--- src/common/flash_host_pkg.sv ---
// package for the flash host controller: command codes, addresses, timing
// assumes a byte-wide parallel flash with active-low strobes on the far side
package flash_host_pkg;

	// ****************************************
	// bus layout
	// ****************************************
	localparam int ADDR_W = 21;
	localparam int DATA_W = 8;

	// ****************************************
	// unlock and command addresses
	// ****************************************
	localparam logic [ADDR_W-1:0] UNLOCK_ADDR1 = 21'h000555;
	localparam logic [ADDR_W-1:0] UNLOCK_ADDR2 = 21'h0002aa;
	localparam logic [ADDR_W-1:0] QUERY_ADDR   = 21'h000055;
	localparam logic [ADDR_W-1:0] ANY_ADDR     = 21'h000000;
	localparam logic [ADDR_W-1:0] MAKER_ADDR   = 21'h000000;
	localparam logic [ADDR_W-1:0] PART_ADDR    = 21'h000001;
	localparam logic [ADDR_W-1:0] PROT_ADDR    = 21'h000002;
	localparam int               GROUP_LSB    = 18;

	// ****************************************
	// command data
	// ****************************************
	localparam logic [DATA_W-1:0] D_UNLOCK1  = 8'haa;
	localparam logic [DATA_W-1:0] D_UNLOCK2  = 8'h55;
	localparam logic [DATA_W-1:0] D_RESET    = 8'hf0;
	localparam logic [DATA_W-1:0] D_AUTOSEL  = 8'h90;
	localparam logic [DATA_W-1:0] D_QUERY    = 8'h98;
	localparam logic [DATA_W-1:0] D_PROGRAM  = 8'ha0;
	localparam logic [DATA_W-1:0] D_BYPASS   = 8'h20;
	localparam logic [DATA_W-1:0] D_BYP_EXIT = 8'h00;
	localparam logic [DATA_W-1:0] D_ERASE    = 8'h80;
	localparam logic [DATA_W-1:0] D_CHIP     = 8'h10;
	localparam logic [DATA_W-1:0] D_SECTOR   = 8'h30;
	localparam logic [DATA_W-1:0] D_SUSPEND  = 8'hb0;
	localparam logic [DATA_W-1:0] D_RESUME   = 8'h30;

	// ****************************************
	// timing at 20 MHz
	// ****************************************
	localparam int CLK_PERIOD_NS   = 50;
	localparam int PULSE_NS        = 100;
	localparam int PULSE_CYC       = (PULSE_NS + CLK_PERIOD_NS - 1) / CLK_PERIOD_NS;
	localparam int ERASE_WINDOW_US = 50;
	localparam int ERASE_WINDOW_CYC = ERASE_WINDOW_US * 1000 / CLK_PERIOD_NS;

	// ****************************************
	// user orders
	// ****************************************
	typedef enum logic [3:0] {
		OP_READ     = 4'h0,
		OP_RESET    = 4'h1,
		OP_AUTOSEL  = 4'h2,
		OP_QUERY    = 4'h3,
		OP_PROGRAM  = 4'h4,
		OP_BYPASS   = 4'h5,
		OP_BYP_PROG = 4'h6,
		OP_BYP_EXIT = 4'h7,
		OP_CHIP_ERS = 4'h8,
		OP_SECT_ERS = 4'h9,
		OP_SECT_ADD = 4'ha,
		OP_SUSPEND  = 4'hb,
		OP_RESUME   = 4'hc,
		OP_POLL     = 4'hd
	} op_e;

	typedef struct packed {
		op_e               op;
		logic [ADDR_W-1:0] addr;
		logic [DATA_W-1:0] data;
	} order_s;

	// one bus cycle as the sequencer hands it to the cycle engine
	typedef struct packed {
		logic              wr;
		logic [ADDR_W-1:0] addr;
		logic [DATA_W-1:0] data;
	} cycle_s;

	// flash pins driven by the host
	typedef struct packed {
		logic              ce_n;
		logic              we_n;
		logic              oe_n;
		logic [ADDR_W-1:0] addr;
		logic [DATA_W-1:0] dq_o;
		logic              dq_oe_n;
	} pins_s;

endpackage

--- src/verilog/flash_bus_cycle.sv ---
// one flash bus cycle: write or read, strobes held a fixed number of clocks
// assumes the flash answers within the strobe time at the 20 MHz clock
`timescale 1ns/100ps
`default_nettype none
module flash_bus_cycle
	import flash_host_pkg::*;
#(
	parameter int PULSE = PULSE_CYC
) (
	// clock and reset
	input  wire logic                            core_clk_in,
	input  wire logic                            srst_in,
	// request
	input  wire logic                            start_in,
	input  wire flash_host_pkg::cycle_s          cyc_in,
	output logic                                 done_out,
	output logic [flash_host_pkg::DATA_W-1:0]    rdata_out,
	// flash side
	input  wire logic [flash_host_pkg::DATA_W-1:0] dq_in,
	output flash_host_pkg::pins_s                pins_out
);
	import flash_host_pkg::*;

	typedef struct packed {
		logic              busy;
		logic [3:0]        cnt;
		logic              done;
		logic [DATA_W-1:0] rdata;
		pins_s             pins;
	} st_s;

	st_s st_q;
	st_s st_d;

	always_comb begin
		st_d = st_q;
		st_d.done = 1'b0;
		if (!st_q.busy && start_in) begin
			st_d.busy = 1'b1;
			st_d.cnt = 4'h0;
			st_d.pins.addr = cyc_in.addr;
			st_d.pins.ce_n = 1'b0;
			// read cycles only outside command writes
			st_d.pins.we_n = !cyc_in.wr;
			st_d.pins.oe_n = cyc_in.wr;
			st_d.pins.dq_o = cyc_in.data;
			st_d.pins.dq_oe_n = !cyc_in.wr;
		end else if (st_q.busy) begin
			st_d.cnt = st_q.cnt + 4'h1;
			if (st_q.cnt == 4'(PULSE - 1)) begin
				// data is held past the we_n rise so the flash latches it
				st_d.rdata = dq_in;
				st_d.pins.we_n = 1'b1;
				st_d.pins.oe_n = 1'b1;
				st_d.pins.ce_n = 1'b1;
			end else if (st_q.cnt == 4'(PULSE)) begin
				st_d.busy = 1'b0;
				st_d.done = 1'b1;
				st_d.pins.dq_oe_n = 1'b1;
			end
		end
	end

	always_ff @(posedge core_clk_in) begin
		if (srst_in) begin
			st_q <= '{busy: 1'b0, cnt: 4'h0, done: 1'b0, rdata: 8'h00,
				pins: '{ce_n: 1'b1, we_n: 1'b1, oe_n: 1'b1, addr: 21'h000000,
				dq_o: 8'h00, dq_oe_n: 1'b1}};
		end else begin
			st_q <= st_d;
		end
	end

	assign done_out  = st_q.done;
	assign rdata_out = st_q.rdata;
	assign pins_out  = st_q.pins;

	// ****************************************
	// checks
	// ****************************************
	strobe_excl_a: assert property (@(posedge core_clk_in) disable iff (srst_in)
		!(!st_q.pins.we_n && !st_q.pins.oe_n)) else $error("we and oe low together");
	data_hold_a: assert property (@(posedge core_clk_in) disable iff (srst_in)
		$rose(st_q.pins.we_n) |-> !st_q.pins.dq_oe_n) else $error("data dropped at we rise");
endmodule
`default_nettype wire

--- src/verilog/flash_host_ctrl.sv ---
// host controller that drives a parallel flash through its pins
// assumes one order at a time on the user port; flash strobes are active low
`timescale 1ns/100ps
`default_nettype none
module flash_host_ctrl
	import flash_host_pkg::*;
#(
	parameter int WINDOW_CYC = ERASE_WINDOW_CYC
) (
	// clock and reset
	input  wire logic                              core_clk_in,
	input  wire logic                              srst_in,
	// user orders
	input  wire logic                              order_valid_in,
	input  wire flash_host_pkg::order_s            order_in,
	output logic                                   order_ready_out,
	output logic                                   done_out,
	output logic [flash_host_pkg::DATA_W-1:0]      rdata_out,
	output logic                                   fail_out,
	output logic                                   busy_out,
	output logic                                   window_open_out,
	// flash pins
	input  wire logic [flash_host_pkg::DATA_W-1:0] dq_in,
	input  wire logic                              ready_busy_n_in,
	output flash_host_pkg::pins_s                  pins_out
);
	import flash_host_pkg::*;

	// ****************************************
	// state
	// ****************************************
	typedef enum logic [2:0] {
		S_IDLE  = 3'b000,
		S_ISSUE = 3'b001,
		S_WAIT  = 3'b010,
		S_FINAL = 3'b011
	} state_e;

	typedef struct packed {
		state_e            state;
		order_s            ord;
		logic [2:0]        idx;
		logic [2:0]        last;
		logic              done;
		logic [DATA_W-1:0] rdata;
		logic              fail;
		logic              bypass;
		logic [15:0]       win;
		logic              ready;
		logic              busy;
		logic              win_open;
	} st_s;

	st_s    st_q;
	st_s    st_d;
	cycle_s cyc;
	logic   cyc_start;
	logic   cyc_done;
	logic [DATA_W-1:0] cyc_rdata;

	// ****************************************
	// cycle table for each order
	// ****************************************
	always_comb begin
		cyc = '{wr: 1'b1, addr: UNLOCK_ADDR1, data: D_UNLOCK1};
		case (st_q.ord.op)
			OP_READ, OP_POLL: cyc = '{wr: 1'b0, addr: st_q.ord.addr, data: 8'h00};
			OP_RESET:   cyc = '{wr: 1'b1, addr: ANY_ADDR, data: D_RESET};
			OP_QUERY:   cyc = '{wr: 1'b1, addr: QUERY_ADDR, data: D_QUERY};
			OP_SUSPEND: cyc = '{wr: 1'b1, addr: ANY_ADDR, data: D_SUSPEND};
			OP_RESUME:  cyc = '{wr: 1'b1, addr: ANY_ADDR, data: D_RESUME};
			OP_SECT_ADD: cyc = '{wr: 1'b1, addr: st_q.ord.addr, data: D_SECTOR};
			OP_BYP_PROG: begin
				if (st_q.idx == 3'd0)
					cyc = '{wr: 1'b1, addr: ANY_ADDR, data: D_PROGRAM};
				else
					cyc = '{wr: 1'b1, addr: st_q.ord.addr, data: st_q.ord.data};
			end
			OP_BYP_EXIT: begin
				if (st_q.idx == 3'd0)
					cyc = '{wr: 1'b1, addr: ANY_ADDR, data: D_AUTOSEL};
				else
					cyc = '{wr: 1'b1, addr: ANY_ADDR, data: D_BYP_EXIT};
			end
			default: begin
				case (st_q.idx)
					3'd0: cyc = '{wr: 1'b1, addr: UNLOCK_ADDR1, data: D_UNLOCK1};
					3'd1, 3'd4: cyc = '{wr: 1'b1, addr: UNLOCK_ADDR2, data: D_UNLOCK2};
					3'd2: begin
						case (st_q.ord.op)
							OP_AUTOSEL: cyc = '{wr: 1'b1, addr: UNLOCK_ADDR1, data: D_AUTOSEL};
							OP_PROGRAM: cyc = '{wr: 1'b1, addr: UNLOCK_ADDR1, data: D_PROGRAM};
							OP_BYPASS:  cyc = '{wr: 1'b1, addr: UNLOCK_ADDR1, data: D_BYPASS};
							default:    cyc = '{wr: 1'b1, addr: UNLOCK_ADDR1, data: D_ERASE};
						endcase
					end
					3'd3: begin
						case (st_q.ord.op)
							// autoselect fourth cycle is a read: X00, X01 or group at X02
							OP_AUTOSEL: cyc = '{wr: 1'b0, addr: st_q.ord.addr, data: 8'h00};
							OP_PROGRAM: cyc = '{wr: 1'b1, addr: st_q.ord.addr, data: st_q.ord.data};
							default:    cyc = '{wr: 1'b1, addr: UNLOCK_ADDR1, data: D_UNLOCK1};
						endcase
					end
					default: begin
						case (st_q.ord.op)
							OP_CHIP_ERS: cyc = '{wr: 1'b1, addr: UNLOCK_ADDR1, data: D_CHIP};
							default: cyc = '{wr: 1'b1, addr: st_q.ord.addr, data: D_SECTOR};
						endcase
					end
				endcase
			end
		endcase
	end

	function automatic logic [2:0] last_idx(input op_e op);
		case (op)
			OP_AUTOSEL, OP_PROGRAM: last_idx = 3'd3;
			OP_BYPASS:              last_idx = 3'd2;
			OP_BYP_PROG, OP_BYP_EXIT: last_idx = 3'd1;
			OP_CHIP_ERS, OP_SECT_ERS: last_idx = 3'd5;
			default:                last_idx = 3'd0;
		endcase
	endfunction

	assign cyc_start = (st_q.state == S_ISSUE);

	// ****************************************
	// sequencer
	// ****************************************
	always_comb begin
		st_d = st_q;
		st_d.done = 1'b0;
		// window runs on through later orders until a suspend order clears it; the flash timer stops on any write but sector or suspend
		if (st_q.win != 16'h0000)
			st_d.win = st_q.win - 16'h0001;
		case (st_q.state)
			S_IDLE: begin
				st_d.ready = 1'b1;
				if (order_valid_in && st_q.ready) begin
					st_d.ord = order_in;
					st_d.idx = 3'd0;
					st_d.last = last_idx(order_in.op);
					st_d.fail = 1'b0;
					st_d.ready = 1'b0;
					st_d.busy = 1'b1;
					st_d.state = S_ISSUE;
				end
			end
			S_ISSUE: st_d.state = S_WAIT;
			S_WAIT: begin
				if (cyc_done) begin
					// only read cycles carry flash data back
					if (!cyc.wr)
						st_d.rdata = cyc_rdata;
					if (st_q.idx != st_q.last) begin
						st_d.idx = st_q.idx + 3'd1;
						st_d.state = S_ISSUE;
					end else begin
						st_d.state = S_FINAL;
						if (st_q.ord.op == OP_BYPASS) st_d.bypass = 1'b1;
						if (st_q.ord.op == OP_BYP_EXIT || st_q.ord.op == OP_RESET) st_d.bypass = 1'b0;
						if (st_q.ord.op == OP_SECT_ERS || st_q.ord.op == OP_SECT_ADD)
							st_d.win = 16'(WINDOW_CYC);
					end
				end
			end
			S_FINAL: begin
				// poll bit true or fail bit up: one more read, since bits may change apart
				if (st_q.ord.op == OP_POLL && st_q.idx == 3'd0
					&& (st_q.rdata[7] == st_q.ord.data[7] || st_q.rdata[5])) begin
					st_d.idx = 3'd1;
					st_d.last = 3'd1;
					st_d.state = S_ISSUE;
				end else begin
					if (st_q.ord.op == OP_POLL)
						st_d.fail = st_q.rdata[5] && (st_q.rdata[7] != st_q.ord.data[7]);
					st_d.done = 1'b1;
					st_d.busy = 1'b0;
					st_d.state = S_IDLE;
				end
			end
			default: st_d.state = S_IDLE;
		endcase
		if (st_q.ord.op == OP_SUSPEND && st_q.state == S_FINAL)
			st_d.win = 16'h0000;
		st_d.win_open = (st_d.win != 16'h0000);
	end

	always_ff @(posedge core_clk_in) begin
		if (srst_in) begin
			st_q <= '{state: S_IDLE, ord: '{op: OP_READ, addr: 21'h000000, data: 8'h00},
				idx: 3'd0, last: 3'd0, done: 1'b0, rdata: 8'h00, fail: 1'b0,
				bypass: 1'b0, win: 16'h0000, ready: 1'b0, busy: 1'b0, win_open: 1'b0};
		end else begin
			st_q <= st_d;
		end
	end

	flash_bus_cycle #(
		.PULSE (PULSE_CYC)
	) u_cycle (
		.core_clk_in (core_clk_in),
		.srst_in     (srst_in),
		.start_in    (cyc_start),
		.cyc_in      (cyc),
		.done_out    (cyc_done),
		.rdata_out   (cyc_rdata),
		.dq_in       (dq_in),
		.pins_out    (pins_out)
	);

	assign order_ready_out = st_q.ready;
	assign done_out        = st_q.done;
	assign rdata_out       = st_q.rdata;
	assign fail_out        = st_q.fail;
	assign busy_out        = st_q.busy;
	assign window_open_out = st_q.win_open;

	// ****************************************
	// checks
	// ****************************************
	unlock_pair_a: assert property (@(posedge core_clk_in) disable iff (srst_in)
		cyc_start && cyc.data == D_UNLOCK1 && cyc.addr == UNLOCK_ADDR1 && st_q.ord.op != OP_READ
		&& st_q.ord.op != OP_POLL && st_q.ord.op != OP_BYP_PROG |=> ##[1:6] cyc_start && cyc.data == D_UNLOCK2)
		else $error("unlock pair broken");
	reset_one_a: assert property (@(posedge core_clk_in) disable iff (srst_in)
		cyc_start && st_q.ord.op == OP_RESET |-> cyc.addr == ANY_ADDR && cyc.data == D_RESET && st_q.last == 3'd0)
		else $error("reset not single F0");
	bypass_enter_a: assert property (@(posedge core_clk_in) disable iff (srst_in)
		st_q.state == S_WAIT && cyc_done && st_q.ord.op == OP_BYPASS && st_q.idx == st_q.last |=> st_q.bypass)
		else $error("bypass flag not set");
	bypass_exit_a: assert property (@(posedge core_clk_in) disable iff (srst_in)
		st_q.state == S_WAIT && cyc_done && st_q.ord.op == OP_BYP_EXIT && st_q.idx == 3'd1 |=> !st_q.bypass)
		else $error("bypass flag not cleared");
	chip_last_a: assert property (@(posedge core_clk_in) disable iff (srst_in)
		cyc_start && st_q.ord.op == OP_CHIP_ERS && st_q.idx == 3'd5 |-> cyc.data == D_CHIP && cyc.addr == UNLOCK_ADDR1)
		else $error("chip erase last cycle wrong");
	sector_last_a: assert property (@(posedge core_clk_in) disable iff (srst_in)
		cyc_start && st_q.ord.op == OP_SECT_ERS && st_q.idx == 3'd5 |-> cyc.data == D_SECTOR && cyc.addr == st_q.ord.addr)
		else $error("sector erase last cycle wrong");
	query_one_a: assert property (@(posedge core_clk_in) disable iff (srst_in)
		cyc_start && st_q.ord.op == OP_QUERY |-> cyc.addr == QUERY_ADDR && cyc.data == D_QUERY)
		else $error("query cycle wrong");
	window_load_a: assert property (@(posedge core_clk_in) disable iff (srst_in)
		st_q.state == S_WAIT && cyc_done && st_q.ord.op == OP_SECT_ERS && st_q.idx == 3'd5 |=> st_q.win == 16'(WINDOW_CYC))
		else $error("erase window not loaded");
	prog_data_a: assert property (@(posedge core_clk_in) disable iff (srst_in)
		cyc_start && st_q.ord.op == OP_PROGRAM && st_q.idx == 3'd3 |-> cyc.data == st_q.ord.data)
		else $error("program data wrong");
	prog_cov: cover property (@(posedge core_clk_in) st_q.ord.op == OP_PROGRAM && st_q.done);
	erase_cov: cover property (@(posedge core_clk_in) st_q.ord.op == OP_SECT_ERS && st_q.done);
	poll_cov: cover property (@(posedge core_clk_in) st_q.ord.op == OP_POLL && st_q.idx == 3'd1 && st_q.done);
endmodule
`default_nettype wire
--- config.mk ---
export PLATFORM = sky130hd
export DESIGN_NAME = flash_host_ctrl
export DESIGN_NICKNAME = d
export VERILOG_FILES = /design/src/common/flash_host_pkg.sv /design/src/verilog/flash_bus_cycle.sv /design/src/verilog/flash_host_ctrl.sv
export SDC_FILE = /design/constraint.sdc
export NUM_CORES = 1
export LEC_CHECK = 0
export CAP_MARGIN = 25
export CORE_ASPECT_RATIO = 1.5
export CORE_MARGIN = 3
export CORE_UTILIZATION = 60
export CTS_CLUSTER_DIAMETER = 60
export DETAILED_ROUTE_END_ITERATION = 10
export DONT_BUFFER_PORTS = 1
export PLACE_DENSITY = 0.79
export REMOVE_ABC_BUFFERS = 1
export SLEW_MARGIN = 0
export SYNTH_ARGS = -nofsm -noshare
export SYNTH_HDL_FRONTEND = slang
export SYNTH_SLANG_ARGS = --single-unit
--- constraint.sdc ---
create_clock -name core_clk_in -period 2.5 [get_ports core_clk_in]
set_input_delay 0.75 -clock core_clk_in [delete_from_list [all_inputs] [get_ports core_clk_in]]
set_output_delay 0.75 -clock core_clk_in [all_outputs]
set_load 0.005 [all_outputs]
==> results.sh, run 1 <==
export IMPL_post_route_period_util=0.916
export IMPL_relSlewSlack=0.538
export IMPL_drv_cap=0
export IMPL_top_layer_used="met4"
export IMPL_fp_dieW_um=85.4
export IMPL_grt_overflow=0
export IMPL_rrSetupSlack_ps=210
export IMPL_register_area_um2=2340
export IMPL_startpoint="st_q[3]$_SDFF_PP0_"
export IMPL_critPathLaunchType="register"
export IMPL_finalCriticalPeriod_ps=2290
export IMPL_multi_input_area_um2=2840
export IMPL_cts_clk_slew_worst_paths_ps=50
export IMPL_met2RoutedLength_um=7330
export IMPL_route_met3_wl_um=924
export IMPL_wl_per_cell_um=17.2
export IMPL_track_usage=0.263
export IMPL_drive_gt1_frac=0.116
export IMPL_clock_path_buffers=2
export IMPL_drc=0
export IMPL_syn_to_final_growth_pct=9.24
export IMPL_rows=42
export IMPL_nets=731
export IMPL_ys_seq_elements=117
export IMPL_met1_length_um=5050
export IMPL_place_gp_congestion=0.973
export IMPL_clk_latency_ps=410
export IMPL_drt_iter0_drc=253
export IMPL_via_count=4875
export IMPL_drtPass1Iterations=5
export IMPL_antenna_cells=0
export IMPL_cp_data_arrival_time_ps=2560
export IMPL_dieArea_um2=10700
export IMPL_fin_util=0.686
export IMPL_max_freq_mhz=437
export IMPL_ant_nets=0
export IMPL_rr_worst_depth=8
export IMPL_cts_made_buffers=17
export IMPL_synth_top_area_share=0.413
export IMPL_synth_seq_area_share=0.413
export IMPL_grt_pass1_vias=4965
export IMPL_final_cell_area_um2=6200
export IMPL_synth_avg_cell_area_um2=8.01
export IMPL_routed_wl_um=13800
export IMPL_endpoint_kind="register"
export IMPL_r2r_end="window_open_out$_SDFF_PP0_"
export IMPL_die_h_um=125
export IMPL_crit_fanout=6
export IMPL_reg2reg_from="st_q[3]$_SDFF_PP0_"
export IMPL_cts_tree="built"
export IMPL_fill_cells=749
export IMPL_endpoint="window_open_out$_SDFF_PP0_"
export IMPL_worstHoldPathType="input port to register"
export IMPL_antenna_found_initial=0
export IMPL_async_flop_share=0
export IMPL_ctsHtreeMaxLevel=4
export IMPL_clockRootBuffer="clkbuf_16"
export IMPL_rsz0062_at_grt="no"
export IMPL_yosysTopAreaCell="dfxtp_1"
export IMPL_synthDistinctLibCells=65
export IMPL_synthFlopType="dfxtp_1"
export IMPL_power_density_nw_per_um2=975
export IMPL_placed_area_um2=5570
export IMPL_syn_area_um2=5680
export IMPL_synthCells=709
export IMPL_synth_edf_count=0
export IMPL_grt_pass1_wl_um=22900
export IMPL_p_leak_nw=2.31
export IMPL_crit_required_ps=2770
export IMPL_cts_setup_buffers=0
export IMPL_clock_sinks=117
export IMPL_place_hpwl_um=9590
export IMPL_port_buffers=0
export IMPL_worstSetupPathType="register to register"
export IMPL_place_inst=767
export IMPL_yosys_warnings=0
export IMPL_tightest_slew_ps=682
export IMPL_hold_viol_final=0
export IMPL_start_util=0.628
export IMPL_setup_viol_count_final=0
export IMPL_status="finished clean"
export IMPL_finalMaxSlewViolations=0
export IMPL_ios=91
export IMPL_synth_area_leaders="dfxtp_1 41%, nand2_1 8.4%, a21oi_1 6.5%, buf_4 5.4%, nor2_1 4.5%"
export IMPL_viasPerCell=6.10
export IMPL_core_area_um2=9040
export IMPL_fin_cells=799
export IMPL_ir_worst_vdd_uv=723
export IMPL_fin_worst_skew_ps=10.8
export IMPL_grt_max_degree=78
==> final cells by class <==
| class | instances | share of cell area |
|---|---|---|
| tap | 110 | 0.0222 |
| sequential | 117 | 0.378 |
| clock buffer | 18 | 0.0708 |
| multi-input combinational | 498 | 0.457 |
| timing repair buffer | 29 | 0.0351 |
| inverter | 13 | 0.00787 |
| clock inverter | 14 | 0.0287 |
==> cell usage after synthesis (all sizes together) (13+ instances only) <==
cell type  number
nand2         127
dfxtp         117
a21oi          75
nor2           69
buf            52
clkbuf         29
o21ai          28
nor3           23
inv            13
xnor2          13
==> sequential cells by signal, indices dropped and copies added, names as in the netlist <==
signal	cells
u_cycle.st_q	5
busy_out	1
fail_out	1
st_q	57
u_cycle.pins_out	33
u_cycle.rdata_out	8
u_cycle.done_out	1
done_out	1
rdata_out	8
order_ready_out	1
window_open_out	1
==> placed cells by master (no fill, tap or decap), types with 5 or more instances in the layout <==
cell type  synthesis  layout
or3_1              5       5
mux2i_1           10      10
nor3_1            21      20
xnor2_1           13      13
nand2b_1           9       9
dfxtp_1          117     116
inv_1             13      13
ha_1              10       9
a211oi_1           7       7
buf_4             41      29
nand4_1            9       9
nor2_1            68      68
nand3_1            7       7
xor2_1             6       6
a21oi_1           74      74
clkbuf_16          0      17
a31oi_1            6       6
nand2_1          127     127
nor4_1             5       5
o21ai_0           28      28
a22o_1            10      10
nor2b_1           10      10
==> how the worst min path moves through the flow <==
stage | startpoint | depth (start not counted) | slack, ps | endpoint
floorplan | u_cycle.rdata_out[5]$_SDFFE_PP0P_ | 2 | 430 | rdata_out[5]$_SDFFE_PP0P_
global placement | u_cycle.rdata_out[5]$_SDFFE_PP0P_ | 2 | 430 | rdata_out[5]$_SDFFE_PP0P_
detailed placement | u_cycle.rdata_out[7]$_SDFFE_PP0P_ | 2 | 440 | rdata_out[7]$_SDFFE_PP0P_
CTS | srst_in | 1 | 400 | u_cycle.pins_out[6]$_SDFFE_PP0P_
global route | srst_in | 1 | 390 | u_cycle.rdata_out[6]$_SDFFE_PP0P_
finish | srst_in | 1 | 410 | u_cycle.rdata_out[6]$_SDFFE_PP0P_
==> kinds of logic (layout without fill, tap and decap cells) <==
logic type | Yosys count | count (layout) | synth area share
AND/OR/NAND/NOR | 288 | 288 | 0.237
AO/OA/AOI/OAI | 170 | 170 | 0.189
flip-flops | 117 | 117 | 0.413
buffers and inverters | 94 | 74 | 0.0904
XOR/XNOR | 19 | 19 | 0.0293
multiplexers | 11 | 11 | 0.0196
adder cells (fa/ha/maj) | 10 | 10 | 0.0220
==> report_power, final <==
part           switching (mW)  internal [mW]
registers               0.193           2.04
clock network           0.880           1.60
logic                   0.771          0.559
==> routing by layer <==
metal / vias to the layer above / GRT usage
li1: 2356 / -
met1: 2298 / 0.269
met2: 180 / 0.480
met3: 41 / 0.0691
met4: 0 / 0.132
met5: - / 0
==> timing repair <==
action / in CTS / in global routing
endpoints found under the setup margin: 0 / 21
hold buffers: 0 / 0
gates resized for setup: 0 / 4
==> stage by stage <==
step / power (mW) / setup WS, ps / TNS, ps / hold WS, ps
after floorplan: 3.25 / -904 / -25240 / 426
after global placement: 3.49 / 260 / 0 / 433
after detailed placement: 3.55 / 170 / 0 / 440
after CTS: 6.06 / 115 / 0 / 396
after global routing: 6.35 / 21.2 / 0 / 395
final: 6.04 / 211 / 0 / 411
==> critical path, stage by stage (launching register included) <==
cell       delay [ps]
dfxtp_1           350
inv_1             110
ha_1              220
or3b_2            510
nor2_1            150
nand3_1           130
xnor2_1           180
a2111oi_2         370
a31oi_1           130
No activity file was read; power rests on OpenSTA's default activity.
==> inputs of run 2 (changes only) <==
ABC_AREA = 1   (was default)
==> run 2 against run 1 <==
Compared with the run above: utilization is 1.9 points lower; wire length is 6.7% higher; flip-flop and latch count stayed put; register-to-register slack better by 100 ps; critical path type unchanged; largest power group is now combinational logic; critical endpoint is now u_cycle.pins_out[16]$_SDFFE_PP0P_.
==> results.sh, run 2 <==
export IMPL_track_usage=0.280
export IMPL_mostFrequentLayoutCells="132 x nand2_1, 117 x dfxtp_1, 110 x nor2_1, 89 x o21ai_0, 86 x a21oi_1"
export IMPL_viasPerCell=5.78
export IMPL_worstHoldPathType="input port to register"
export IMPL_place_inst=893
export IMPL_wl_per_cell_um=15.9
export IMPL_yosysTopAreaCell="dfxtp_1"
export IMPL_place_gp_congestion=0.916
export IMPL_power_frac_clock=0.336
export IMPL_rsz0062_at_grt="no"
export IMPL_ant_nets=0
export IMPL_via_count=5351
export IMPL_total_power_mw=7.32
export IMPL_grt_max_degree=59
export IMPL_largest_reg_flops=57
export IMPL_finalCriticalPeriod_ps=2190
export IMPL_power_density_nw_per_um2=1170
export IMPL_tightest_slew_ps=565
export IMPL_cts_clk_slew_worst_paths_ps=60
export IMPL_place_ws_ps=340
export IMPL_setup_viol_count_final=0
export IMPL_critPathMaxStageDelay_ps=400
export IMPL_crit_chain="inv_1, ha_1, inv_1, nand2_1, o21ai_4, nand2_1, nor2_2, nand2_2, o21ai_2, inv_1, o21ai_0, nand2_1, a21oi_1"
export IMPL_synthTopCellsByCount="132 x nand2_1, 117 x dfxtp_1, 110 x nor2_1"
export IMPL_ir_worst_vdd_uv=839
export IMPL_cts_made_buffers=17
export IMPL_cts_tree="built"
export IMPL_drc=0
export IMPL_cp_data_arrival_time_ps=2530
export IMPL_core_area_um2=9420
export IMPL_finalMaxSlewViolations=0
export IMPL_cts_setup_buffers=0
export IMPL_drt_iter0_drc=260
export IMPL_final_cell_area_um2=6280
export IMPL_grt_overflow=0
export IMPL_yosys_warnings=0
export IMPL_antenna_found_initial=0
export IMPL_syn_to_final_growth_pct=6.09
export IMPL_synth_area_leaders="dfxtp_1 40%, nand2_1 8.4%, o21ai_0 7.5%, a21oi_1 7.3%, nor2_1 7.0%"
export IMPL_synth_seq_area_share=0.396
export IMPL_rows=43
export IMPL_async_flop_share=0
export IMPL_grt_busiest_layer="met2"
export IMPL_syn_area_um2=5920
export IMPL_endpoint_kind="register"
export IMPL_p_int_mw=4.53
export IMPL_final_common_cell="nand2_1"
export IMPL_worstSetupPathType="register to register"
export IMPL_synth_top_area_share=0.396
export IMPL_drtPass1Iterations=5
export IMPL_die_h_um=128
export IMPL_status="finished clean"
export IMPL_fin_cells=925
export IMPL_grt_util_met3=0.0761
export IMPL_routed_wl_um=14700
export IMPL_crit_required_ps=2850
export IMPL_power_switching_mw=2.79
export IMPL_met1_usage=0.273
export IMPL_clock_sinks=117
export IMPL_max_freq_mhz=457
export IMPL_post_route_period_util=0.876
export IMPL_combPwrFrac=0.343
export IMPL_clk_latency_ps=410
export IMPL_synth_edf_count=0
export IMPL_nets=855
export IMPL_relSlewSlack=0.622
export IMPL_clockRootBuffer="clkbuf_16"
export IMPL_antenna_cells=0
export IMPL_yosysMostFrequentCell="nand2_1"
export IMPL_ctsHtreeMaxLevel=4
export IMPL_grt_pass1_vias=5523
export IMPL_regMostFlops="st_q"
export IMPL_grt_pass1_wl_um=24700
export IMPL_critPathLaunchType="register"
export IMPL_ys_seq_elements=117
export IMPL_layout_setup_ws_ps=310
export IMPL_hold_viol_final=0
export IMPL_synth_avg_cell_area_um2=7.01
export IMPL_netSwitchingFraction=0.381
export IMPL_cts_resized=0
export IMPL_drive_gt1_frac=0.0886
export IMPL_clock_path_buffers=2
export IMPL_drv_cap=0
export IMPL_synthCells=844
export IMPL_fin_worst_skew_ps=6.86
export IMPL_use_met2=0.511
export IMPL_hold_buffers=0
export IMPL_start_util=0.629
export IMPL_fp_dieW_um=87.1
export IMPL_p_leak_nw=2.67
export IMPL_dieArea_um2=11100
export IMPL_placed_area_um2=5680
export IMPL_crit_fanout=10
export IMPL_place_hpwl_um=10400
export IMPL_seqPwrFrac=0.321
export IMPL_synthFlopType="dfxtp_1"
export IMPL_port_buffers=0
export IMPL_ios=91
export IMPL_synthDistinctLibCells=36
export IMPL_cp_slowest_cell="dfxtp_1"
==> run 2: cell count changes in the layout (fill, tap and decap cells not counted), moves of 12 or more <==
cell,change
buf_4,-24
o21ai_0,+61
a21oi_1,+12
inv_1,+69
xnor2_1,-12
nor3_1,-12
nor2_1,+42
o21ai_1,+14
nand3_1,+43
==> run 2: worst paths after layout <==
check	from	endpoint	slack, ps	cells after the start
worst max-delay path	st_q[33]$_SDFFE_PP0P_	u_cycle.pins_out[16]$_SDFFE_PP0P_	310	13
worst min-delay path	srst_in	st_q[12]$_SDFF_PP0_	410	1
worst max register to register	st_q[33]$_SDFFE_PP0P_	u_cycle.pins_out[16]$_SDFFE_PP0P_	310	13
worst min register to register	u_cycle.rdata_out[5]$_SDFFE_PP0P_	u_cycle.rdata_out[5]$_SDFFE_PP0P_	440	2
==> run 2: through the flow <==
stage,util,setup TNS [ps],hold WS [ps]
after floorplan,-,-1120,422
after global placement,0.603,0,432
after detailed placement,0.603,0,433
after CTS,0.667,0,392
after global routing,0.667,0,390
final,0.667,0,407
==> run 2: layer usage <==
layer  up-vias  wire (µm)
met5         -          0
met3        56        838
met1      2456       5240
met4         0        695
met2       198       7930
li1       2641          -
==> run 2: cell families after synthesis <==
kind of cell,after synthesis,share of synthesized area
XOR/XNOR,7,0.0104
AO/OA/AOI/OAI,212,0.191
adder cells (fa/ha/maj),10,0.0211
AND/OR/NAND/NOR,334,0.247
flip-flops,117,0.396
buffers and inverters,164,0.134
==> run 2: critical path, delay by kind of cell, from the launching register on <==
family	cells	cell delay (ps)
flops	1	400
fa+ha+maj	1	210
buf+inv	3	320
simple gates	5	610
compound gates	4	570
==> run 2: area by class of cell <==
cell class,count,area [µm²]
repair buffers,6,57.6
clock buffers,20,447
clock inverters,12,155
well taps,112,140
flip-flops and latches,117,2340
inverters,95,357
multi-input cells,563,2780
fillers,797,3140
==> run 2: power by group through the flow <==
stage / clock, mW / sequential (mW) / combinational [mW]
6_report: 2.46 / 2.35 / 2.51
5_1_grt: 2.58 / 2.38 / 2.86
4_1_cts: 2.49 / 2.35 / 2.50
3_5_place_dp: 0 / 2.38 / 2.48
3_3_place_gp: 0 / 2.37 / 2.42
2_1_floorplan: 0 / 2.32 / 1.92
